[src/tcbd_pkg.sv]
/*
  Constants and types shared by the command block decoder.
  Assumes a single system clock domain and a byte-wide command source.
*/
package tcbd_pkg;

  // ==========================================================
  // command block layout
  localparam int CMD_BYTES = 6;
  localparam logic [2:0] IDX_OPCODE = 3'h0;
  localparam logic [2:0] IDX_UNIT_HI = 3'h1;
  localparam logic [2:0] IDX_ADDR_MID = 3'h2;
  localparam logic [2:0] IDX_ADDR_LO = 3'h3;
  localparam logic [2:0] IDX_COUNT = 3'h4;
  localparam logic [2:0] IDX_OPTION = 3'h5;

  // ==========================================================
  // operation codes
  localparam logic [7:0] OP_TEST_READY = 8'h00;
  localparam logic [7:0] OP_READ_SENSE = 8'h03;
  localparam logic [7:0] OP_DEFINE_PARAMS = 8'h0c;
  localparam logic [7:0] OP_WRITE_BUFFER = 8'h0f;
  localparam logic [7:0] OP_READ_BUFFER = 8'h10;
  localparam logic [7:0] OP_REWIND = 8'h11;
  localparam logic [7:0] OP_READ_BLOCKS = 8'h21;
  localparam logic [7:0] OP_WRITE_BLOCKS = 8'h22;
  localparam logic [7:0] OP_WRITE_MARK = 8'h23;
  localparam logic [7:0] OP_READ_MARKS = 8'h24;
  localparam logic [7:0] OP_READ_EXT_STATUS = 8'h25;
  localparam logic [7:0] OP_ERASE = 8'h26;
  localparam logic [7:0] OP_RETENSION = 8'h27;
  localparam logic [7:0] OP_FIND_END = 8'h28;
  localparam logic [7:0] OP_DIAGNOSTICS = 8'he4;

  // ==========================================================
  // option bit positions
  localparam int OPT_REPOSITION = 7;
  localparam int OPT_FLUSH = 6;
  localparam int OPT_THRESHOLD = 5;
  localparam int OPT_HIGH_CURRENT = 4;
  localparam int OPT_UNDERRUN = 3;
  localparam int OPT_CLEAR_COUNTERS = 2;
  localparam int OPT_PAGE_MSB = 3;

  // byte field positions
  localparam int CLASS_MSB = 7;
  localparam int CLASS_LSB = 5;
  localparam int FUNC_MSB = 4;
  localparam int UNIT_MSB = 7;
  localparam int UNIT_LSB = 5;
  localparam int ADDR_HI_MSB = 4;

  // ==========================================================
  // decoded command identities
  typedef enum logic [3:0] {
    TCBD_CMD_NONE,
    TCBD_CMD_TEST_READY,
    TCBD_CMD_READ_SENSE,
    TCBD_CMD_DEFINE_PARAMS,
    TCBD_CMD_WRITE_BUFFER,
    TCBD_CMD_READ_BUFFER,
    TCBD_CMD_REWIND,
    TCBD_CMD_READ_BLOCKS,
    TCBD_CMD_WRITE_BLOCKS,
    TCBD_CMD_WRITE_MARK,
    TCBD_CMD_READ_MARKS,
    TCBD_CMD_READ_EXT_STATUS,
    TCBD_CMD_ERASE,
    TCBD_CMD_RETENSION,
    TCBD_CMD_FIND_END,
    TCBD_CMD_DIAGNOSTICS
  } tcbd_cmd_t;

endpackage

[src/tcbd_opcode_lookup.sv]
/*
  Pure combinational opcode lookup for the command block decoder.
  Assumes the caller registers the result; no state here.
*/
`timescale 1ns/1ns
module tcbd_opcode_lookup (
  input wire logic [7:0] opcode,
  output tcbd_pkg::tcbd_cmd_t cmd,
  output logic known
);

  // ==========================================================
  // opcode table
  always_comb begin
    known = 1'b1;
    unique case (opcode)
      tcbd_pkg::OP_REWIND: cmd = tcbd_pkg::TCBD_CMD_REWIND;
      tcbd_pkg::OP_READ_MARKS: cmd = tcbd_pkg::TCBD_CMD_READ_MARKS;
      tcbd_pkg::OP_ERASE: cmd = tcbd_pkg::TCBD_CMD_ERASE;
      tcbd_pkg::OP_RETENSION: cmd = tcbd_pkg::TCBD_CMD_RETENSION;
      tcbd_pkg::OP_FIND_END: cmd = tcbd_pkg::TCBD_CMD_FIND_END;
      tcbd_pkg::OP_READ_SENSE: cmd = tcbd_pkg::TCBD_CMD_READ_SENSE;
      tcbd_pkg::OP_WRITE_BUFFER: cmd = tcbd_pkg::TCBD_CMD_WRITE_BUFFER;
      tcbd_pkg::OP_READ_BUFFER: cmd = tcbd_pkg::TCBD_CMD_READ_BUFFER;
      tcbd_pkg::OP_READ_BLOCKS: cmd = tcbd_pkg::TCBD_CMD_READ_BLOCKS;
      tcbd_pkg::OP_WRITE_BLOCKS: cmd = tcbd_pkg::TCBD_CMD_WRITE_BLOCKS;
      tcbd_pkg::OP_WRITE_MARK: cmd = tcbd_pkg::TCBD_CMD_WRITE_MARK;
      tcbd_pkg::OP_READ_EXT_STATUS: cmd = tcbd_pkg::TCBD_CMD_READ_EXT_STATUS;
      tcbd_pkg::OP_TEST_READY: cmd = tcbd_pkg::TCBD_CMD_TEST_READY;
      tcbd_pkg::OP_DEFINE_PARAMS: cmd = tcbd_pkg::TCBD_CMD_DEFINE_PARAMS;
      tcbd_pkg::OP_DIAGNOSTICS: cmd = tcbd_pkg::TCBD_CMD_DIAGNOSTICS;
      // anything else is an illegal command
      default: begin
        cmd = tcbd_pkg::TCBD_CMD_NONE;
        known = 1'b0;
      end
    endcase
  end

endmodule // tcbd_opcode_lookup

[src/tcbd_decoder.sv]
/*
  Six-byte tape command block collector and decoder.
  Assumes bytes arrive as single-cycle strobes from logic on SYS_CLK;
  the execution logic downstream consumes one-cycle command pulses.
*/
`timescale 1ns/1ns

module tcbd_decoder #(
  parameter int ADDR_W = 21,
  parameter int PAGE_W = 4
) (
  input wire logic SYS_CLK,
  input wire logic RESET,
  input wire logic BYTE_VALID,
  input wire logic [7:0] BYTE_DATA,
  output logic BYTE_READY,
  output logic CMD_VALID,
  output logic [3:0] CMD_ID,
  output logic [7:0] CMD_OPCODE,
  output logic [2:0] CMD_CLASS,
  output logic [4:0] CMD_FUNCTION,
  output logic CLASS_DEFINED,
  output logic [2:0] CMD_UNIT,
  output logic [ADDR_W-1:0] BLOCK_ADDRESS,
  output logic [7:0] MARK_SKIP_COUNT,
  output logic [7:0] MARK_WRITE_COUNT,
  output logic [7:0] BLOCK_COUNT,
  output logic [PAGE_W-1:0] BUFFER_PAGE,
  output logic REPOSITION,
  output logic FLUSH,
  output logic UNDERRUN_CONTINUE,
  output logic THRESHOLD,
  output logic HIGH_CURRENT,
  output logic CLEAR_COUNTERS,
  output logic MOTION_ALLOWED,
  output logic ILLEGAL_COMMAND
);

  // ==========================================================
  // state
  typedef enum logic [0:0] {
    TCBD_COLLECT,
    TCBD_ISSUE
  } tcbd_phase_t;

  typedef struct packed {
    tcbd_phase_t phase;
    logic ready; // own flop so that BYTE_READY is not decoded from the phase
    logic [2:0] idx;
    logic [7:0] b0;
    logic [7:0] b1;
    logic [7:0] b2;
    logic [7:0] b3;
    logic [7:0] b4;
    logic [7:0] b5;
    logic cmd_valid;
    logic [3:0] cmd_id;
    logic [7:0] opcode;
    logic [2:0] cls;
    logic [4:0] func;
    logic class_ok;
    logic [2:0] unit;
    logic [ADDR_W-1:0] addr;
    logic [7:0] skip_cnt;
    logic [7:0] mark_cnt;
    logic [7:0] blk_cnt;
    logic [PAGE_W-1:0] page;
    logic repos;
    logic flush;
    logic underrun;
    logic thresh;
    logic high_cur;
    logic clr_cnt;
    logic motion;
    logic illegal;
  } tcbd_state_t;

  tcbd_state_t st;
  tcbd_state_t next_st;

  tcbd_pkg::tcbd_cmd_t look_cmd;
  logic look_known;

  // ==========================================================
  // opcode lookup on the held first byte
  tcbd_opcode_lookup u_lookup (
    .opcode(st.b0),
    .cmd(look_cmd),
    .known(look_known)
  );

  // ==========================================================
  // next-state logic
  always_comb begin
    logic is_rd;
    logic is_wr;
    logic is_wm;
    logic is_rm;
    logic is_fe;
    logic is_buf;
    logic is_stat;
    logic is_pos;
    is_rd = 1'b0;
    is_wr = 1'b0;
    is_wm = 1'b0;
    is_rm = 1'b0;
    is_fe = 1'b0;
    is_buf = 1'b0;
    is_stat = 1'b0;
    is_pos = 1'b0;
    next_st = st;
    next_st.cmd_valid = 1'b0;
    unique case (st.phase)
      // byte collection; the decode waits for the sixth byte
      TCBD_COLLECT: begin
        if (BYTE_VALID) begin
          unique case (st.idx)
            tcbd_pkg::IDX_OPCODE: next_st.b0 = BYTE_DATA;
            tcbd_pkg::IDX_UNIT_HI: next_st.b1 = BYTE_DATA;
            tcbd_pkg::IDX_ADDR_MID: next_st.b2 = BYTE_DATA;
            tcbd_pkg::IDX_ADDR_LO: next_st.b3 = BYTE_DATA;
            tcbd_pkg::IDX_COUNT: next_st.b4 = BYTE_DATA;
            default: next_st.b5 = BYTE_DATA;
          endcase
          if (st.idx == tcbd_pkg::IDX_OPTION) begin
            next_st.idx = tcbd_pkg::IDX_OPCODE;
            next_st.phase = TCBD_ISSUE;
            // intake closes for the decode cycle, so a seventh byte waits
            next_st.ready = 1'b0;
          end else begin
            next_st.idx = st.idx + 3'h1;
          end
        end
      end
      // one decode cycle; byte intake is held off meanwhile
      TCBD_ISSUE: begin
        is_rd = (look_cmd == tcbd_pkg::TCBD_CMD_READ_BLOCKS);
        is_wr = (look_cmd == tcbd_pkg::TCBD_CMD_WRITE_BLOCKS);
        is_wm = (look_cmd == tcbd_pkg::TCBD_CMD_WRITE_MARK);
        is_rm = (look_cmd == tcbd_pkg::TCBD_CMD_READ_MARKS);
        is_fe = (look_cmd == tcbd_pkg::TCBD_CMD_FIND_END);
        is_buf = (look_cmd == tcbd_pkg::TCBD_CMD_WRITE_BUFFER) ||
                 (look_cmd == tcbd_pkg::TCBD_CMD_READ_BUFFER);
        is_stat = (look_cmd == tcbd_pkg::TCBD_CMD_READ_SENSE) ||
                  (look_cmd == tcbd_pkg::TCBD_CMD_READ_EXT_STATUS);
        is_pos = (look_cmd == tcbd_pkg::TCBD_CMD_REWIND) || is_rm ||
                 (look_cmd == tcbd_pkg::TCBD_CMD_ERASE) ||
                 (look_cmd == tcbd_pkg::TCBD_CMD_RETENSION) || is_fe;
        next_st.phase = TCBD_COLLECT;
        next_st.ready = 1'b1;
        next_st.cmd_valid = 1'b1;
        next_st.cmd_id = look_cmd;
        next_st.opcode = st.b0;
        next_st.cls = st.b0[tcbd_pkg::CLASS_MSB:tcbd_pkg::CLASS_LSB];
        next_st.class_ok = (st.b0[tcbd_pkg::CLASS_MSB:tcbd_pkg::CLASS_LSB] != 3'h3) &&
                           (st.b0[tcbd_pkg::CLASS_MSB:tcbd_pkg::CLASS_LSB] != 3'h4) &&
                           (st.b0[tcbd_pkg::CLASS_MSB:tcbd_pkg::CLASS_LSB] != 3'h5) &&
                           (st.b0[tcbd_pkg::CLASS_MSB:tcbd_pkg::CLASS_LSB] != 3'h6);
        next_st.func = st.b0[tcbd_pkg::FUNC_MSB:0];
        // buffer and diagnostic commands always address unit zero
        next_st.unit = (is_buf || look_cmd == tcbd_pkg::TCBD_CMD_DIAGNOSTICS) ? 3'h0
                       : st.b1[tcbd_pkg::UNIT_MSB:tcbd_pkg::UNIT_LSB];
        // only the block read carries an address; positioning forces zero
        next_st.addr = (is_rd && !is_pos) ? ADDR_W'({st.b1[tcbd_pkg::ADDR_HI_MSB:0], st.b2, st.b3})
                       : '0;
        // the count byte means marks or blocks depending on the command
        next_st.skip_cnt = is_rm ? st.b4 : 8'h00;
        next_st.mark_cnt = is_wm ? st.b4 : 8'h00;
        next_st.blk_cnt = (is_rd || is_wr) ? st.b4 : 8'h00;
        next_st.page = is_buf ? PAGE_W'(st.b5[tcbd_pkg::OPT_PAGE_MSB:0]) : '0;
        // option bits act only for the commands that define them
        next_st.repos = is_rd && st.b5[tcbd_pkg::OPT_REPOSITION];
        // reposition implies a flush as well
        next_st.flush = is_rd && (st.b5[tcbd_pkg::OPT_FLUSH] ||
                        st.b5[tcbd_pkg::OPT_REPOSITION]);
        next_st.underrun = is_wr && st.b5[tcbd_pkg::OPT_UNDERRUN];
        next_st.thresh = (is_fe || is_rd || is_wr || is_rm || is_wm) &&
                         st.b5[tcbd_pkg::OPT_THRESHOLD];
        next_st.high_cur = (is_wr || is_wm) && st.b5[tcbd_pkg::OPT_HIGH_CURRENT];
        next_st.clr_cnt = is_stat && st.b5[tcbd_pkg::OPT_CLEAR_COUNTERS];
        // an unknown opcode must never start the tape
        next_st.illegal = !look_known;
        next_st.motion = look_known;
      end
    endcase
  end

  // ==========================================================
  // state register
  always_ff @(posedge SYS_CLK or posedge RESET) begin
    if (RESET) begin
      st <= '{phase: TCBD_COLLECT, ready: 1'b1, cmd_id: 4'h0, default: '0};
    end else begin
      st <= next_st;
    end
  end

  // ==========================================================
  // outputs straight from state flops
  assign BYTE_READY = st.ready;
  assign CMD_VALID = st.cmd_valid;
  assign CMD_ID = st.cmd_id;
  assign CMD_OPCODE = st.opcode;
  assign CMD_CLASS = st.cls;
  assign CMD_FUNCTION = st.func;
  assign CLASS_DEFINED = st.class_ok;
  assign CMD_UNIT = st.unit;
  assign BLOCK_ADDRESS = st.addr;
  assign MARK_SKIP_COUNT = st.skip_cnt;
  assign MARK_WRITE_COUNT = st.mark_cnt;
  assign BLOCK_COUNT = st.blk_cnt;
  assign BUFFER_PAGE = st.page;
  assign REPOSITION = st.repos;
  assign FLUSH = st.flush;
  assign UNDERRUN_CONTINUE = st.underrun;
  assign THRESHOLD = st.thresh;
  assign HIGH_CURRENT = st.high_cur;
  assign CLEAR_COUNTERS = st.clr_cnt;
  assign MOTION_ALLOWED = st.motion;
  assign ILLEGAL_COMMAND = st.illegal;

endmodule // tcbd_decoder

[config.mk]
export PLATFORM = sky130hd
export DESIGN_NAME = tcbd_decoder
export DESIGN_NICKNAME = d
export VERILOG_FILES = /design/src/tcbd_pkg.sv /design/src/tcbd_opcode_lookup.sv /design/src/tcbd_decoder.sv
export SDC_FILE = /design/constraint.sdc
export NUM_CORES = 1
export LEC_CHECK = 0
export ABC_AREA = 1
export BUFFER_PORTS_ARGS = -buffer_cell sky130_fd_sc_hd__buf_2
export CAP_MARGIN = 10
export CORE_MARGIN = 1.5
export CORE_UTILIZATION = 55
export CTS_BUF_LIST = sky130_fd_sc_hd__clkbuf_4
export CTS_CLUSTER_DIAMETER = 50
export CTS_CLUSTER_SIZE = 25
export DETAILED_ROUTE_END_ITERATION = 8
export GPL_TIMING_DRIVEN = 0
export HOLD_SLACK_MARGIN = 0.02
export PLACE_DENSITY = 0.84
export SYNTH_ARGS = -nofsm -noshare
export SYNTH_HDL_FRONTEND = slang
export SYNTH_SLANG_ARGS = --single-unit
[constraint.sdc]
create_clock -name SYS_CLK -period 4.5 [get_ports SYS_CLK]
set_clock_uncertainty 0.15 [all_clocks]
set_input_delay 0 -clock SYS_CLK [delete_from_list [all_inputs] [get_ports SYS_CLK]]
set_output_delay 0 -clock SYS_CLK [all_outputs]
set_load 0.005 [all_outputs]
# == Yosys cells after proc, flatten, opt, wreduce, memory -nomap -nowiden ==
# Index checks and enable logic that the tools add are counted.
# word_totals
ff_bits,135
in_bits,11
word_cells,127
# op_classes
eq_ne,38
bitwise,2
add_sub_neg,1
reduce_logical,38
mux,19
# ops
operator,count
2-to-1 mux 82 bit,1
2-to-1 mux 8 bit,9
"== test 8 x 6 -> 1 bit, second input constant",8
case mux 4 bit (15 select lines),1
2-to-1 mux 53 bit,1
"== test 4 bit, second input constant",8
2-to-1 mux 21 bit,1
AND reduction 3 bit,6
"== test 4 x 3 -> 1 bit, second input constant",4
"== test 8 x 4 -> 1 bit, second input constant",2
"== test 8 x 5 -> 1 bit, second input constant",2
OR reduction 15 bit,1
logical OR 1 bit,14
logical AND 1 bit,10
"!= test 3 bit, second input constant",3
"== test 8 x 2 -> 1 bit, second input constant",1
"== test 8 bit, second input constant",1
logical NOT 8 bit,1
"== test 3 x 2 -> 1 bit, second input constant",2
"== test 3 bit, second input constant",2
2-to-1 mux 3 bit,2
OR reduction 5 bit,1
"== test 4 x 2 -> 1 bit, second input constant",1
2-to-1 mux 4 bit,1
other kinds (11),15

# == Logic depth before layout (Yosys ltp) ==
# Gate-level depths: netlist (run 1).
# logic_depth
ltp_word,11
depth_mapped,10

# == Hierarchy ==
# From an unflattened synthesis (run 1), not the netlist that was laid out.
# hier_totals
cells_unflattened,667
area_unflattened_um2,5858.1
# by_module_without_submodules
mod,area_each_um2,cells_each,n_inst
tcbd_decoder,5505.3,583,1
tcbd_opcode_lookup,352.8,84,1

# == Worst setup path before layout (run 1) ==
# No wires, ideal clock.
# synth_timing
path_kind,reg-to-reg
from,register st[134] in the netlist's numbering
to,register st[106] in the netlist's numbering
slack_ns,3.081
period_less_slack_ns,1.419
arrival_ns,1.141
path_stages_with_launch,9
cell_sequence,dfrtp_1 > buf_6 > inv_4 > nand2_4 > nor2_4 > nand3_2 > buf_6 > nand2_1 > o21ai_0
# synth_between
elab_chain_len,2
# synth_rtl
item,line_no,source
start: declaration,tcbd_decoder.sv:78,tcbd_state_t st;
start signal: assignment,tcbd_decoder.sv:194,st <= next_st;
inverter 1 bit (no source line),-,
AND reduction 3 bit (no source line),-,
# No other way between the ends.
# A chain may end at the register's enable or synchronous reset.

# == Final worst setup path (run 1) ==
# layout_timing
from,register st[134] in the netlist's numbering
to,register st[85] in the netlist's numbering
# Same word-level chain as after synthesis.

==> metrics.txt, run 1 <==
status=finished, final reports clean; synthesis-stage register bit count=127; RSZ-0062 raised after global routing=no; antenna violations before repair=0; Antenna diodes=0; min Tclk post-route=2721 ps; hold path startpoint=BYTE_DATA[7]; Min-Delay Endpoint=st[121]; Setup crit end kind=flop; Avg Inst Size Synth=8.975 sq um; Max Cap Viol=0; Final Hold Viols=0; Root Buffer Master=clkbuf_4; global route total overflow=0; gp weighted congestion=0.9508; most frequent cells in the layout=nand2_1, dfrtp_1, buf_2; row cnt=37; Tcrit/Tclk final=60.47%; peak supply drop=258.1 uV; hold crit path type=in2reg; Finish-stage setup viols=0; Via density=5.167; DR WL/cell=14.61 um; WHS Path Cells=4; fin area=6935 sq um; crit path launch type=flop; die width=105.3 um; die footprint=11080 sq um; DR pass1 iterations=5; Gate Count Post-Synth=641; Tot Pwr=0.003841 W; Final Slew Violations=0; clk sinks=127; P_leak=3.785 nW; Reg-to-Reg Start=st[134]; IO Pins=94; r2r setup slk=1780 ps; number of global-route vias before repair=4518; Mapped Nets=653; post-cts sizing count=0; core region area=10230 sq um; Arr. time, crit path=3040 ps; R2R Path End=st[85]; synth warn=0; Nets=783; hold buffers post-CTS=17; Worst-Skew Late Latency=540 ps; worst path required time=4820 ps; Cell Area, Synth=5753 sq um; Area growth, synth to finish=20.55%; synth unique cells=31; number of buffers created by CTS=17; first-pass GRT wire length=22.12 mm; # port buffers=93; Initial Util=56.23%; Slew HR=56.31%; Final HPWL DP=9.425 mm; Tot GR Track Use=25.92%; layout cell share with drive strength beyond 1=30.74%; placed inst area=6421 sq um; Worst-path clk slew=130 ps; Vias=4754; First DRT Iteration DRCs=347; H-tree depth=4; Setup Fix Bufs, Post-CTS=0; Fill cells=829; Max Freq=367.5 MHz; Max Buffers Root-to-Sink=2; Post-DRT Antenna Nets=0; CP Max Fanout=10; CTS tree=yes; Worst Max-Slew Pin Slew=649.3 ps; largest net degree at the start of global routing=93; PD cells=553.9 nW/um^2; Post-route DRC=0; Crit Path Category=reg2reg; Routed WL=13.44 mm; sequential area share after synthesis=55.26%; most common cell after layout, fill and taps aside=nand2_1; FF-to-FF path depth=9; die height=105.3 um
[worst max-delay path by stage]
stage / startpoint / endpoint / cells after the start
2_1_floorplan: RESET / BLOCK_ADDRESS[0] / 1
3_3_place_gp: RESET / BUFFER_PAGE[0] / 2
3_5_place_dp: st[125] / MARK_SKIP_COUNT[4] / 5
4_1_cts: st[134] / st[85] / 9
5_1_grt: st[134] / st[85] / 9
6_report: st[134] / st[85] / 9
[final cells by class]
cell class,instances,area (sq um),share of cell area (%)
buffer,96,690.7,9.959
sequential,127,3179,45.84
inverter,30,120.1,1.732
tap,136,170.2,2.454
timing repair buffer,111,663.1,9.562
multi-input combinational,388,1768,25.49
clock inverter,15,216.5,3.121
clock buffer,17,127.6,1.840
[per-stage QoR]
| step | utilization (%) | setup slack, ps | TNS [ps] | hold WS [ps] | instances |
|---|---|---|---|---|---|
| after global placement | 62.44 | -95.80 | -11390 | 80.35 | 870 |
| after detailed placement | 62.76 | 2795 | 0 | -136.9 | 871 |
| after floorplan | - | 967.4 | 0 | -29.05 | 641 |
| after CTS | 67.79 | 1840 | 0 | 208.5 | 920 |
| final | 67.79 | 1779 | 0 | 227.3 | 920 |
| after global routing | 67.79 | 1694 | 0 | 215.5 | 920 |
[routing by layer]
metal | routed length, um | GRT usage, % | vias to the layer above | share of wire (%)
met5 | 0 | 0 | - | 0
met4 | 459 | 13.31 | 0 | 3.4
met3 | 1029 | 6.494 | 43 | 7.7
met2 | 6307 | 39.73 | 226 | 47
met1 | 5646 | 34.43 | 2249 | 42
li1 | - | - | 2236 | -
[synth_stat cells (all sizes together)]
library cell / n / area, sq um
nand2: 216 / 848.3
dfrtp: 126 / 3153
o21ai: 93 / 465.4
buf: 88 / 660.6
nor2: 32 / 145.1
inv: 30 / 115.1
nand3: 29 / 160.2
clkbuf: 8 / 30.03
a21oi: 6 / 33.78
nand4: 3 / 33.78
o31ai: 2 / 15.01
a211oi: 1 / 7.510
dfstp: 1 / 26.28
ha: 1 / 12.51
nor3: 1 / 16.27
nor4: 1 / 6.260
o211ai: 1 / 7.510
o21bai: 1 / 7.510
xor2: 1 / 8.760
[critical path, stage by stage (launching register included)]
cell           delay (ps)
dfrtp_1               410
buf_6                 160
inv_4                  70
nand2_4                90
nor3_4                300
buf_4                 240
nand2_1                60
dlygate4sd3_1         540
o21ai_0                80
dlygate4sd3_1         580
[report_power, final]
| group | internal, W | leakage (nW) | total, W | switching [W] |
|---|---|---|---|---|
| Sequential | 0.00146 | 1.67 | 0.00170 | 0.000247 |
| Combinational | 0.000523 | 1.94 | 0.00121 | 0.000691 |
| Clock | 0.000495 | 0.175 | 0.000924 | 0.000429 |
[sequential cells by signal, indices dropped and copies added, names as in the netlist, 3 cells and up]
| name | count |
|---|---|
| st | 52 |
| CMD_ID | 4 |
| CMD_UNIT | 3 |
| BLOCK_COUNT | 8 |
| CMD_OPCODE | 8 |
| BLOCK_ADDRESS | 21 |
| MARK_SKIP_COUNT | 8 |
| MARK_WRITE_COUNT | 8 |
| BUFFER_PAGE | 4 |
[kinds of logic (layout without fill, tap and decap cells)]
family,count (synthesis),count (layout),synth area share [%]
and+or+nand+nor,282,282,21.03
DFF,127,127,55.26
adders and majority gates,1,1,0.2175
AOI/OAI and AO/OA,104,104,9.330
xor gates and xnor gates,1,1,0.1523
buffers and inverters,126,269,14.01
(Power assumes the default switching activity.)
==> run 2, diff against run 1 <==
- clock period: 4.5 -> 2.65 ns (I/O delays scaled with it)
==> metrics.txt, run 2 (synthesis gave the netlist of run 1 again) <==
First DRT Iteration DRCs=260 (-25%); Largest register FFs=52 (unchanged); FF-to-FF path depth=8 (-1); Routed WL=13.22 mm (-1.7%); Biggest register=st; layout cell share with drive strength beyond 1=30.86% (+0.12 points); Post-route DRC=0 (unchanged); RSZ-0062 raised after global routing=no; Setup Fix Bufs, Post-CTS=0 (unchanged); hold crit path type=in2async; Max Buffers Root-to-Sink=2 (unchanged); worst path buffer plus inverter count=4 (-1); crit path max-delay cell type=dlygate4sd3_1; Max Cap Viol=0 (unchanged); clk sinks=127 (unchanged); die footprint=11080 sq um (unchanged); die width=105.3 um (unchanged); Antenna diodes=0 (unchanged); status=finished, final reports clean; slowest stage delay, CP=580 ps (about the same); min Tclk post-route=2563 ps (-158.5 ps); r2r setup slk=90 ps (-1690 ps); Nets=782 (-0.13%); Tot GR Track Use=25.42% (-0.50 points); largest net degree at the start of global routing=42 (-55%); Fill cells=812 (-2.1%); number of global-route vias before repair=4405 (-2.5%); Final Slew Violations=0 (unchanged); Crit Path Category=reg2reg; DR WL/cell=14.41 um (-1.3%); most common cell after layout, fill and taps aside=nand2_1; Slew HR=37.30% (-19 points); number of buffers created by CTS=17 (unchanged); Final Util=67.14% (-0.65 points); Final Hold Viols=0 (unchanged); Via density=5.125 (-0.81%); CTS tree=yes; antenna violations before repair=0 (unchanged); R2R Path End=st[86]; DR pass1 iterations=5 (unchanged); placed inst area=6452 sq um (+0.49%); top cell family by delay on the critical path=buffers and inverters; worst path required time=2960 ps (-1860 ps); Post-DRT Antenna Nets=0 (unchanged); area occupied by registers=3179 sq um (unchanged); Final HPWL DP=9.588 mm (+1.7%); Initial Util=56.23% (unchanged); Worst Max-Slew Pin Slew=938.5 ps (+289.2 ps); post-cts sizing count=0 (unchanged); Root Buffer Master=clkbuf_4; Arr. time, crit path=2870 ps (-170 ps); most frequent cells in the layout=nand2_1, dfrtp_1, buf_2; # port buffers=93 (unchanged); core region area=10230 sq um (unchanged); global route total overflow=0 (unchanged); H-tree depth=4 (unchanged); row cnt=37 (unchanged); critical-path cell list=buf_6 > inv_4 > nand2_4 > nor3_4 > nand2_1 > dlygate4sd3_1 > o21ai_0 > dlygate4sd3_1; IO Pins=94 (unchanged); Max Freq=390.2 MHz (+6.2%); Tcrit/Tclk final=96.71% (+36 points); Worst-Skew Late Latency=520 ps (-20 ps); Vias=4700 (-1.1%); die height=105.3 um (unchanged); CP Max Fanout=9 (-1); first-pass GRT wire length=21.62 mm (-2.3%); Finish-stage setup viols=0 (unchanged); gp weighted congestion=0.9158 (-3.7%); P_leak=3.758 nW (-0.69%); Reg-to-Reg Start=st[134]; fin area=6869 sq um (-0.96%); PD cells=908.1 nW/um^2 (+64%); peak supply drop=421.0 uV (+63%); Setup crit end kind=flop; crit path launch type=flop; multi-input logic area=1768 sq um (unchanged); most frequent CP cell=dlygate4sd3_1; Setup TNS=0 ps (unchanged); Area growth, synth to finish=19.40%; Worst-path clk slew=110 ps (-20 ps)
run 2: layout make-up:
cell class / instances / area share, %
tap: 136 / 2.477
inverter: 30 / 1.730
timing repair buffer: 110 / 9.690
clock inverter: 9 / 1.730
buffer: 96 / 10.05
multi-input combinational: 388 / 25.74
sequential: 127 / 46.28
clock buffer: 21 / 2.295
run 2: routing by layer:
layer  track usage (%)  vias up  part of all wire [%]
met2             39.08      185                    47
met4             14.38        0                   3.5
met3             6.061       41                   6.4
met1             33.05     2236                    43
met5             2.381        -                     0
li1                  -     2238                     -
run 2: worst max-delay path by stage:
stage	from	end	slack, ps	depth (start not counted)
after floorplan	RESET	BLOCK_ADDRESS[0]	930	1
after global routing	st[134]	st[86]	30	8
after CTS	st[134]	st[86]	180	8
final	st[134]	st[86]	90	8
after global placement	RESET	BUFFER_PAGE[0]	300	2
after detailed placement	st[125]	MARK_SKIP_COUNT[1]	930	5
run 2: stage by stage:
stage / hold slack, ps / total power [W] / setup slack, ps / cells
3_3_place_gp: 81.63 / 0.004779 / 303.8 / 870
5_1_grt: 136.6 / 0.006636 / 26.01 / 917
3_5_place_dp: 89.08 / 0.004881 / 927.8 / 873
4_1_cts: 73.80 / 0.006239 / 176.8 / 917
6_report: 67.63 / 0.006238 / 87.21 / 917
2_1_floorplan: -29.05 / 0.004224 / 933.6 / 641
run 2: timing repair:
item,CTS,global route
endpoints found under the setup margin,0,0
hold endpoints to repair,145,0
hold buffers,14,0
run 2: power by group:
group	total, W	internal (W)	switching, W
sequential	0.00289	0.00248	0.000415
clock	0.00133	0.000674	0.000657
combinational	0.00202	0.000868	0.00115
total	0.00624	0.00402	0.00222
run 2: worst min-delay path: cells and delay by family:
kind,cells,cell delay [ps]
buffers and inverters,3,1270
